File: src/hw/cotr_params.svh
// Register offsets, field positions and reset values of the offset trim bank
`ifndef COTR_PARAMS_SVH
`define COTR_PARAMS_SVH
`define COTR_ADDR_C_INB_LO 12'h090
`define COTR_ADDR_C_INB_HI 12'h091
`define COTR_ADDR_B_INA_LO 12'h092
`define COTR_ADDR_B_INA_HI 12'h093
`define COTR_ADDR_B_INB_LO 12'h094
`define COTR_ADDR_B_INB_HI 12'h095
`define COTR_ADDR_FILT0 12'h097
`define COTR_ADDR_FILT1 12'h098
`define COTR_ADDR_CAL_CTRL 12'h0a0
`define COTR_ADDR_CAL_STAT 12'h0a1
`define COTR_FILT0_RESET 8'h00
`define COTR_FILT1_RESET 8'h33
`define COTR_TRIM_MSB 11
`define COTR_RSVD_RESET 4'h0
`define COTR_KEEP_NEAR_ZERO_FREQ_CONTENT_BIT 0
`define COTR_OFFSET_CAL_ENABLE_BIT 0
`define COTR_BACKGROUND_CAL_ENABLE_BIT 1
`define COTR_BACKGROUND_OFFSET_CAL_ENABLE_BIT 2
`define COTR_OFFSET_FILTER_ENABLE_BIT 3
`define COTR_FOREGROUND_COMPLETE_FLAG_BIT 0
`define COTR_CAL_HALT_BIT 1
`define COTR_FG_RUN_BIT 2
`endif

File: src/hw/cotr_pkg.sv
// Types shared by the offset trim bank
package cotr_pkg;
   typedef logic [11:0] cotr_trim_t;
   typedef logic [15:0] cotr_word_t;
   typedef enum logic [2:0] {
      COTR_FILT_OFF = 3'b001,
      COTR_FILT_ALL = 3'b010,
      COTR_FILT_MISMATCH = 3'b100
   } cotr_filt_mode_t;
endpackage

File: src/hw/cotr_trim_reg.sv
// One 16-bit offset trim register written a byte at a time
`timescale 1ns/1ps
module cotr_trim_reg
   import cotr_pkg::*;
(
   input wire logic sys_clk_i, // Clock
   input wire logic reset_i, // Sync reset
   input wire logic [11:0] factory_i, // Factory trim value
   input wire logic load_i, // Load factory value
   input wire logic wr_lo_i, // Write low byte
   input wire logic wr_hi_i, // Write high byte
   input wire logic [7:0] wdata_i, // Byte data
   output logic [15:0] value_o // Register content
);
`include "cotr_params.svh"
   cotr_word_t value;
   cotr_word_t next_value;
   always_comb begin
      next_value = value;
      if (load_i) begin
         next_value = {`COTR_RSVD_RESET, factory_i};
      end else begin
         if (wr_lo_i) begin
            next_value[7:0] = wdata_i;
         end
         if (wr_hi_i) begin
            next_value[15:8] = wdata_i;
         end
      end
   end
   always_ff @(posedge sys_clk_i) begin
      if (reset_i) begin
         value <= {`COTR_RSVD_RESET, 12'h000};
      end else begin
         value <= next_value;
      end
   end
   assign value_o = value;
endmodule

File: src/hw/cotr_trim_select.sv
// Picks the trim matching the input a converter is sampling
`timescale 1ns/1ps
module cotr_trim_select
   import cotr_pkg::*;
(
   input wire logic sys_clk_i, // Clock
   input wire logic reset_i, // Sync reset
   input wire logic [15:0] trim_a_i, // Trim for input A
   input wire logic [15:0] trim_b_i, // Trim for input B
   input wire logic sel_b_i, // Sampling input B
   output logic [11:0] trim_o // Applied trim
);
`include "cotr_params.svh"
   cotr_trim_t trim;
   cotr_trim_t next_trim;
   always_comb begin
      next_trim = sel_b_i ? trim_b_i[`COTR_TRIM_MSB:0] : trim_a_i[`COTR_TRIM_MSB:0];
   end
   always_ff @(posedge sys_clk_i) begin
      if (reset_i) begin
         trim <= 12'h000;
      end else begin
         trim <= next_trim;
      end
   end
   assign trim_o = trim;
endmodule

File: src/hw/cotr_offset_trim_regs.sv
// Offset trim and offset filter control register bank
// What this block does
// - Separate trims for C/input B, B/input A and B/input B; converter B applies the one being sampled.
// - Trim lives in bits 11..0 and is unsigned.
// - Bits 15..12 are reserved read-write and reset to zero.
// - After reset each trim holds the factory value, software may overwrite.
// - Keep_near_zero_freq_content bit 0 only modifies filtering enabled by a separate bit.
// - Keep_near_zero_freq_content set: remove only bank mismatch, keep near-DC content.
// - Keep_near_zero_freq_content clear: remove all offsets, so all DC content.
// - Filter control 0 at 0x097 resets to 0x00, bits 7..1 reserved.
// - Filter control 1 at 0x098 resets to 0x33.
//
// Strobed register access was left to the implementer.
`timescale 1ns/1ps
module cotr_offset_trim_regs
   import cotr_pkg::*;
#(
   parameter int ADDR_W = 12
) (
   input wire logic sys_clk_i, // 250 MHz clock
   input wire logic reset_i, // Sync reset, high
   input wire logic [ADDR_W-1:0] addr_i, // Byte address
   input wire logic [7:0] wdata_i, // Write data
   input wire logic wr_i, // Write strobe
   input wire logic rd_i, // Read strobe
   output logic [7:0] rdata_o, // Read data, cycle after strobe
   input wire logic [11:0] factory_c_inb_i, // Factory trim C/B
   input wire logic [11:0] factory_b_ina_i, // Factory trim B/A
   input wire logic [11:0] factory_b_inb_i, // Factory trim B/B
   input wire logic fg_run_i, // Foreground calibration running
   input wire logic foreground_complete_flag_i, // Foreground complete flag
   input wire logic cal_halted_i, // Calibration halted flag
   input wire logic conv_b_sel_inb_i, // Converter B samples input B
   output logic [11:0] conv_b_trim_o, // Trim applied to converter B
   output logic [11:0] conv_c_inb_trim_o, // Trim C for input B
   output logic [2:0] filt_mode_o, // Offset filter mode, one-hot
   output logic [7:0] filt_ctrl1_o, // Filter control 1 content
   output logic [3:0] cal_ctrl_o, // Calibration enables
   output logic wr_blocked_o // Last trim write was dropped
);
`include "cotr_params.svh"
   // Load factory trims once after reset release
   logic load_pend;
   logic next_load_pend;
   logic [7:0] filt0;
   logic [7:0] next_filt0;
   logic [7:0] filt1;
   logic [7:0] next_filt1;
   logic [3:0] cal_ctrl;
   logic [3:0] next_cal_ctrl;
   logic [7:0] rdata;
   logic [7:0] next_rdata;
   logic blocked;
   logic next_blocked;
   cotr_filt_mode_t filt_mode;
   cotr_filt_mode_t next_filt_mode;
   logic [2:0] st_sync1;
   logic [2:0] st_sync2;
   logic fg_run;
   logic foreground_complete_flag;
   logic cal_halted;
   logic trim_wr_ok;
   logic trim_addr;
   logic [11:0] a12;
   cotr_word_t c_inb;
   cotr_word_t b_ina;
   cotr_word_t b_inb;
   logic [11:0] b_trim;

   assign a12 = 12'(addr_i);

   // Status pins come from the calibration engine domain
   always_ff @(posedge sys_clk_i) begin
      if (reset_i) begin
         st_sync1 <= 3'h0;
         st_sync2 <= 3'h0;
      end else begin
         st_sync1 <= {fg_run_i, cal_halted_i, foreground_complete_flag_i};
         st_sync2 <= st_sync1;
      end
   end
   assign fg_run = st_sync2[2];
   assign cal_halted = st_sync2[1];
   assign foreground_complete_flag = st_sync2[0];

   // Drop trim writes the calibration engine would fight
   always_comb begin
      trim_wr_ok = !fg_run;
      if (cal_ctrl[`COTR_BACKGROUND_CAL_ENABLE_BIT] && cal_ctrl[`COTR_BACKGROUND_OFFSET_CAL_ENABLE_BIT]) begin
         trim_wr_ok = 1'b0;
      end
   end
   assign trim_addr = (a12 >= `COTR_ADDR_C_INB_LO) && (a12 <= `COTR_ADDR_B_INB_HI);

   cotr_trim_reg u_c_inb (
      .sys_clk_i(sys_clk_i),
      .reset_i(reset_i),
      .factory_i(factory_c_inb_i),
      .load_i(load_pend),
      .wr_lo_i(wr_i && trim_wr_ok && a12 == `COTR_ADDR_C_INB_LO),
      .wr_hi_i(wr_i && trim_wr_ok && a12 == `COTR_ADDR_C_INB_HI),
      .wdata_i(wdata_i),
      .value_o(c_inb)
   );
   cotr_trim_reg u_b_ina (
      .sys_clk_i(sys_clk_i),
      .reset_i(reset_i),
      .factory_i(factory_b_ina_i),
      .load_i(load_pend),
      .wr_lo_i(wr_i && trim_wr_ok && a12 == `COTR_ADDR_B_INA_LO),
      .wr_hi_i(wr_i && trim_wr_ok && a12 == `COTR_ADDR_B_INA_HI),
      .wdata_i(wdata_i),
      .value_o(b_ina)
   );
   cotr_trim_reg u_b_inb (
      .sys_clk_i(sys_clk_i),
      .reset_i(reset_i),
      .factory_i(factory_b_inb_i),
      .load_i(load_pend),
      .wr_lo_i(wr_i && trim_wr_ok && a12 == `COTR_ADDR_B_INB_LO),
      .wr_hi_i(wr_i && trim_wr_ok && a12 == `COTR_ADDR_B_INB_HI),
      .wdata_i(wdata_i),
      .value_o(b_inb)
   );
   cotr_trim_select u_b_sel (
      .sys_clk_i(sys_clk_i),
      .reset_i(reset_i),
      .trim_a_i(b_ina),
      .trim_b_i(b_inb),
      .sel_b_i(conv_b_sel_inb_i),
      .trim_o(b_trim)
   );

   // Control registers and read path
   always_comb begin
      next_load_pend = 1'b0;
      next_filt0 = filt0;
      next_filt1 = filt1;
      next_cal_ctrl = cal_ctrl;
      next_blocked = blocked;
      next_rdata = 8'h00;
      if (wr_i) begin
         if (trim_addr) begin
            next_blocked = !trim_wr_ok;
         end
         case (a12)
            `COTR_ADDR_FILT0: next_filt0 = wdata_i;
            `COTR_ADDR_FILT1: next_filt1 = wdata_i;
            `COTR_ADDR_CAL_CTRL: next_cal_ctrl = wdata_i[3:0];
            default: ;
         endcase
      end
      if (rd_i) begin
         case (a12)
            `COTR_ADDR_C_INB_LO: next_rdata = c_inb[7:0];
            `COTR_ADDR_C_INB_HI: next_rdata = c_inb[15:8];
            `COTR_ADDR_B_INA_LO: next_rdata = b_ina[7:0];
            `COTR_ADDR_B_INA_HI: next_rdata = b_ina[15:8];
            `COTR_ADDR_B_INB_LO: next_rdata = b_inb[7:0];
            `COTR_ADDR_B_INB_HI: next_rdata = b_inb[15:8];
            `COTR_ADDR_FILT0: next_rdata = filt0;
            `COTR_ADDR_FILT1: next_rdata = filt1;
            `COTR_ADDR_CAL_CTRL: next_rdata = {4'h0, cal_ctrl};
            // Flags software polls before reading trims
            `COTR_ADDR_CAL_STAT: next_rdata = {4'h0, blocked, fg_run, cal_halted, foreground_complete_flag};
            default: next_rdata = 8'h00;
         endcase
      end
      // Filter mode only matters while filtering is enabled
      if (!cal_ctrl[`COTR_OFFSET_FILTER_ENABLE_BIT]) begin
         next_filt_mode = COTR_FILT_OFF;
      end else if (filt0[`COTR_KEEP_NEAR_ZERO_FREQ_CONTENT_BIT]) begin
         next_filt_mode = COTR_FILT_MISMATCH;
      end else begin
         next_filt_mode = COTR_FILT_ALL;
      end
   end

   always_ff @(posedge sys_clk_i) begin
      if (reset_i) begin
         load_pend <= 1'b1;
         filt0 <= `COTR_FILT0_RESET;
         filt1 <= `COTR_FILT1_RESET;
         cal_ctrl <= 4'h0;
         blocked <= 1'b0;
         rdata <= 8'h00;
         filt_mode <= COTR_FILT_OFF;
      end else begin
         load_pend <= next_load_pend;
         filt0 <= next_filt0;
         filt1 <= next_filt1;
         cal_ctrl <= next_cal_ctrl;
         blocked <= next_blocked;
         rdata <= next_rdata;
         filt_mode <= next_filt_mode;
      end
   end

   // Outputs straight from flops
   always_ff @(posedge sys_clk_i) begin
      if (reset_i) begin
         conv_c_inb_trim_o <= 12'h000;
      end else begin
         conv_c_inb_trim_o <= c_inb[`COTR_TRIM_MSB:0];
      end
   end
   assign conv_b_trim_o = b_trim;
   assign rdata_o = rdata;
   assign filt_mode_o = filt_mode;
   assign filt_ctrl1_o = filt1;
   assign cal_ctrl_o = cal_ctrl;
   assign wr_blocked_o = blocked;
endmodule

File: config.mk
export PLATFORM = sky130hd
export DESIGN_NAME = cotr_offset_trim_regs
export DESIGN_NICKNAME = d
export VERILOG_FILES = /design/src/hw/cotr_pkg.sv /design/src/hw/cotr_trim_reg.sv /design/src/hw/cotr_trim_select.sv /design/src/hw/cotr_offset_trim_regs.sv
export VERILOG_INCLUDE_DIRS = /design/src /design/src/hw
export SDC_FILE = /design/constraint.sdc
export NUM_CORES = 1
export LEC_CHECK = 0
export BUFFER_PORTS_ARGS = -buffer_cell sky130_fd_sc_hd__buf_2
export CAP_MARGIN = 0
export CORE_ASPECT_RATIO = 0.5
export CORE_MARGIN = 3
export CORE_UTILIZATION = 32
export CTS_CLUSTER_SIZE = 12
export DETAILED_ROUTE_END_ITERATION = 8
export HOLD_SLACK_MARGIN = 0.12
export PLACE_DENSITY = 0.61
export SLEW_MARGIN = 10
export SYNTH_ARGS = -nofsm -noshare
export SYNTH_HDL_FRONTEND = slang
export SYNTH_SLANG_ARGS = --single-unit
export TNS_END_PERCENT = 100
File: constraint.sdc
create_clock -name sys_clk_i -period 1.6 [get_ports sys_clk_i]
set_input_delay 0.16 -clock sys_clk_i [delete_from_list [all_inputs] [get_ports sys_clk_i]]
set_output_delay 0.16 -clock sys_clk_i [all_outputs]
set_load 0.005 [all_outputs]
==> metrics.md <==
| Metric | Value |
|---|---|
| Outcome | `finished with violations` |
| Violated checks | `setup timing` |
| Max_cap viols | `0` |
| CTS tree | `built` |
| Critical path cell sequence | `buf_6 > or4b_4 > nor3_4 > buf_4 > clkbuf_16 > and2_2 > a2111oi_1` |
| Initial cell density of the core | `0.334` |
| Slew Limit Headroom | `0.689` |
| # diodes | `0` |
| Routed WL | `19000 um` |
| Final Core Density | `0.469` |
| Worst Setup Start Kind | `primary input` |
| Worst path arrival time | `1.85 ns` |
| Pre-CTS setup slack | `-0.364 ns` |
| Seq/Total Area, Yosys | `0.423` |
| Antenna viol nets, final | `0` |
| R2R depth | `6` |
| DRC errors left | `0` |
| Post-synth EDFFs | `0` |
| P_int | `4520 uW` |
| Port Buffer Count | `111` |
| Die X | `187 um` |
| GRT Total Usage | `0.201` |
| Minimum clock period after layout | `1.63 ns` |
| Final hold violation count | `0` |
| Top_reg_cell synth | `dfxtp_1` |
| RSZ-0062 raised after global routing | `yes` |
| Reg2reg start | `cal_ctrl_o[1]` |
| Max H-tree Level | `3` |
| Hold depth | `3` |
| Slowest cell on crit path | `or4b_4` |
| Cell total after placement | `roughly 930` |
| Largest area contributor in the netlist | `dfxtp_1` |
| DIE HEIGHT | `96.6 um` |
| WS Path Type | `in -> reg` |
| Final period utilization | `1.02` |
| Synth async-reset ratio | `0` |
| I/O pins | `112` |
| DIE AREA | `between 15000 and 20000 um^2` |
| Placement Cell Area | `between 6000 and 7000 um^2` |
| Post-synth net total | `627` |
| Min-Delay Endpoint | `u_c_inb.value_o[6]` |
| Start point of the worst min-delay path | `factory_c_inb_i[6]` |
| Final Max Slew Viols | `0` |
| Core Area | `15700 um^2` |
| Drt wl/cell | `19.8 um` |
| Ratio of cells with drive above 1 in the final layout | `0.413` |
| Number of nets in the layout | `797` |
| Cells after Synth | `roughly 560` |
| Sequential share of power | `0.478` |
| Psw | `1680 uW` |
| DRT Pass-1 Iters | `5` |
| Synth top area cells | `dfxtp_1, nor2b_1, a211oi_1` |
| HP Class | `in -> reg` |
| Critical path's top delay family | `simple AND/OR/NAND/NOR gates` |
| Grt total ovfl | `0` |
| Post-synth top area share | `0.423` |
| DR vias/cell | `5.44` |
| CP Max Fanout | `8` |
| Via count | `5217` |
| Most common cell in the netlist | `dfxtp_1` |
| Post-Syn Area | `approximately 5300 um^2` |
| Worst reg2reg endpoint | `u_c_inb.value_o[7]` |
| Combinational power share | `0.132` |
| Total CTS buffers | `9` |
| Clk_lat worst skew | `0.36 ns` |
| Total clock sinks | `111` |
| Static Leak | `0.00292 uW` |
| Fmax | `613 MHz` |
| Reg-to-reg setup timing slack | `0.03 ns` |
| CP Capture Type | `flip-flop` |
| Starting DRT DRC Count | `480` |
| Initial antenna violation count | `0` |
| Power Total | `6200 uW` |
| Fin cells | `approximately 960` |
| VDD IR max | `~550 uV` |
| Final setup vio count | `8` |
| Clk slew on worst S/H paths | `0.09 ns` |
| PnR worst setup slack | `-0.0326 ns` |
| Rows | `32` |
| Clock share of power | `0.390` |
| Vias in the first global route | `4985` |
| Synth Register Bits | `111` |
| Clk buf depth | `2` |
| Root Driver | `clkbuf_16` |
| Final Skew | `0.0191 ns` |
| Area growth from synthesis to layout | `40.6%` |
| Wire length of the first global-routing pass | `28400 um` |
| Synth cell types | `56` |
| Sw frac | `0.271` |
| Final instance area | `7380 um^2` |
| Synth warn | `0` |
| Max incr delay on CP | `approximately 0.57 ns` |
| Worst Max-Slew Pin Slew | `approximately 0.47 ns` |
| GP Congestion | `0.978` |
| Detailed placer's ending HPWL | `14200 um` |
| CP bufs+invs | `3` |
| Power Dens Cells | `840 nW/um^2` |
| Worst Path Required | `1.82 ns` |
| Pin count of the biggest net entering global routing | `39` |
| Post-synth top cells | `dfxtp_1, nor2b_1, a211oi_1, nand3_1` |
| Average size of a mapped cell | `approximately 9.3 um^2` |
-- power groups by stage --
stage	registers [uW]	logic [uW]	clock network [uW]
after floorplan	2980	400	0
after global placement	3020	737	0
after detailed placement	3020	746	0
after CTS	2960	776	2460
after global routing	2970	878	2550
final	2960	817	2420
-- worst reg2reg max path, stage by stage, from the launching register on --
cell and delay, ns:
dfxtp_2 0.33, a21oi_2 0.14, buf_6 0.15, and4b_2 0.32, buf_6 0.16, a211oi_1 0.07, a2111oi_1 0.30
-- cell type report --
class                           instances  area (um^2)
Multi-Input combinational cell        393         3050
Inverter                                4         15.0
Clock inverter                          7          105
Fill cell                            1539         8350
Tap cell                              221          277
Timing Repair Buffer                  214         1490
Sequential cell                       111         2230
Clock buffer                            9          225
-- cells by family (layout without fill, tap and decap cells) --
logic type | after synthesis | in the layout | share of synthesized area
buf+inv | 59 | 234 | 0.0545
simple gates | 191 | 191 | 0.217
flops | 111 | 111 | 0.423
compound gates | 164 | 164 | 0.227
mux | 38 | 38 | 0.0781
-- timing repair --
item,in CTS,in global routing
setup buffers,0,3
endpoints found under the setup margin,11,24
pin swaps,2,10
gates resized for setup,11,36
cloned,0,3
hold buffers,6,0
hold endpoints to repair,6,0
-- placed cells by master (no fill, tap or decap), types with 6 or more instances in the layout --
cell and count:
mux2_2 14, a2111oi_1 16, nand3b_1 6, dlygate4sd3_1 6
nand3_1 40, buf_2 110, nand2_1 8, a2111oi_2 12
a211oi_2 23, a2111oi_4 6, clkbuf_16 11, buf_6 10
and3_1 6, nor2_1 32, mux2i_1 23, buf_4 80
o21ai_0 33, dfxtp_1 107, nor2b_1 55, a211oi_1 17
a21oi_1 30
-- registers in the layout, summed over array words and instances, names as in the netlist, 3 cells and up --
name,count
u_b_ina.value_o,16
u_b_inb.value_o,16
u_c_inb.value_o,16
conv_c_inb_trim_o,12
u_b_sel.trim_o,12
filt0,8
filt_ctrl1_o,8
rdata_o,8
cal_ctrl_o,4
filt_mode_o,3
st_sync1,3
st_sync2,3
-- stage by stage --
step           TNS [ns]  hold slack [ns]
3_3_place_gp     -12.71            0.379
6_report         -0.150            0.124
4_1_cts               0            0.123
2_1_floorplan     -3.04            0.188
5_1_grt          -0.742            0.141
3_5_place_dp     -14.22            0.387
-- how the worst max path moves through the flow --
stage	startpoint	endpoint	slack, ns	cells past startpoint
floorplan	addr_i[6]	u_b_ina.value_o[11]	-0.13	5
global placement	addr_i[6]	u_b_ina.value_o[3]	-0.27	7
detailed placement	addr_i[6]	u_c_inb.value_o[1]	-0.36	7
CTS	cal_ctrl_o[2]	u_c_inb.value_o[2]	0.001	6
global route	addr_i[8]	u_c_inb.value_o[9]	-0.08	7
finish	addr_i[8]	u_b_inb.value_o[4]	-0.03	7
-- layer usage --
| metal | routed length (um) | GRT usage | vias up |
|---|---|---|---|
| li1 | - | - | 2464 |
| met2 | 8220 | 0.306 | 227 |
| met4 | 284 | 0.0541 | 0 |
| met3 | 1540 | 0.0400 | 27 |
| met1 | 8990 | 0.291 | 2499 |
| met5 | 0 | 0 | - |
Power figures use the tool's default switching activity.
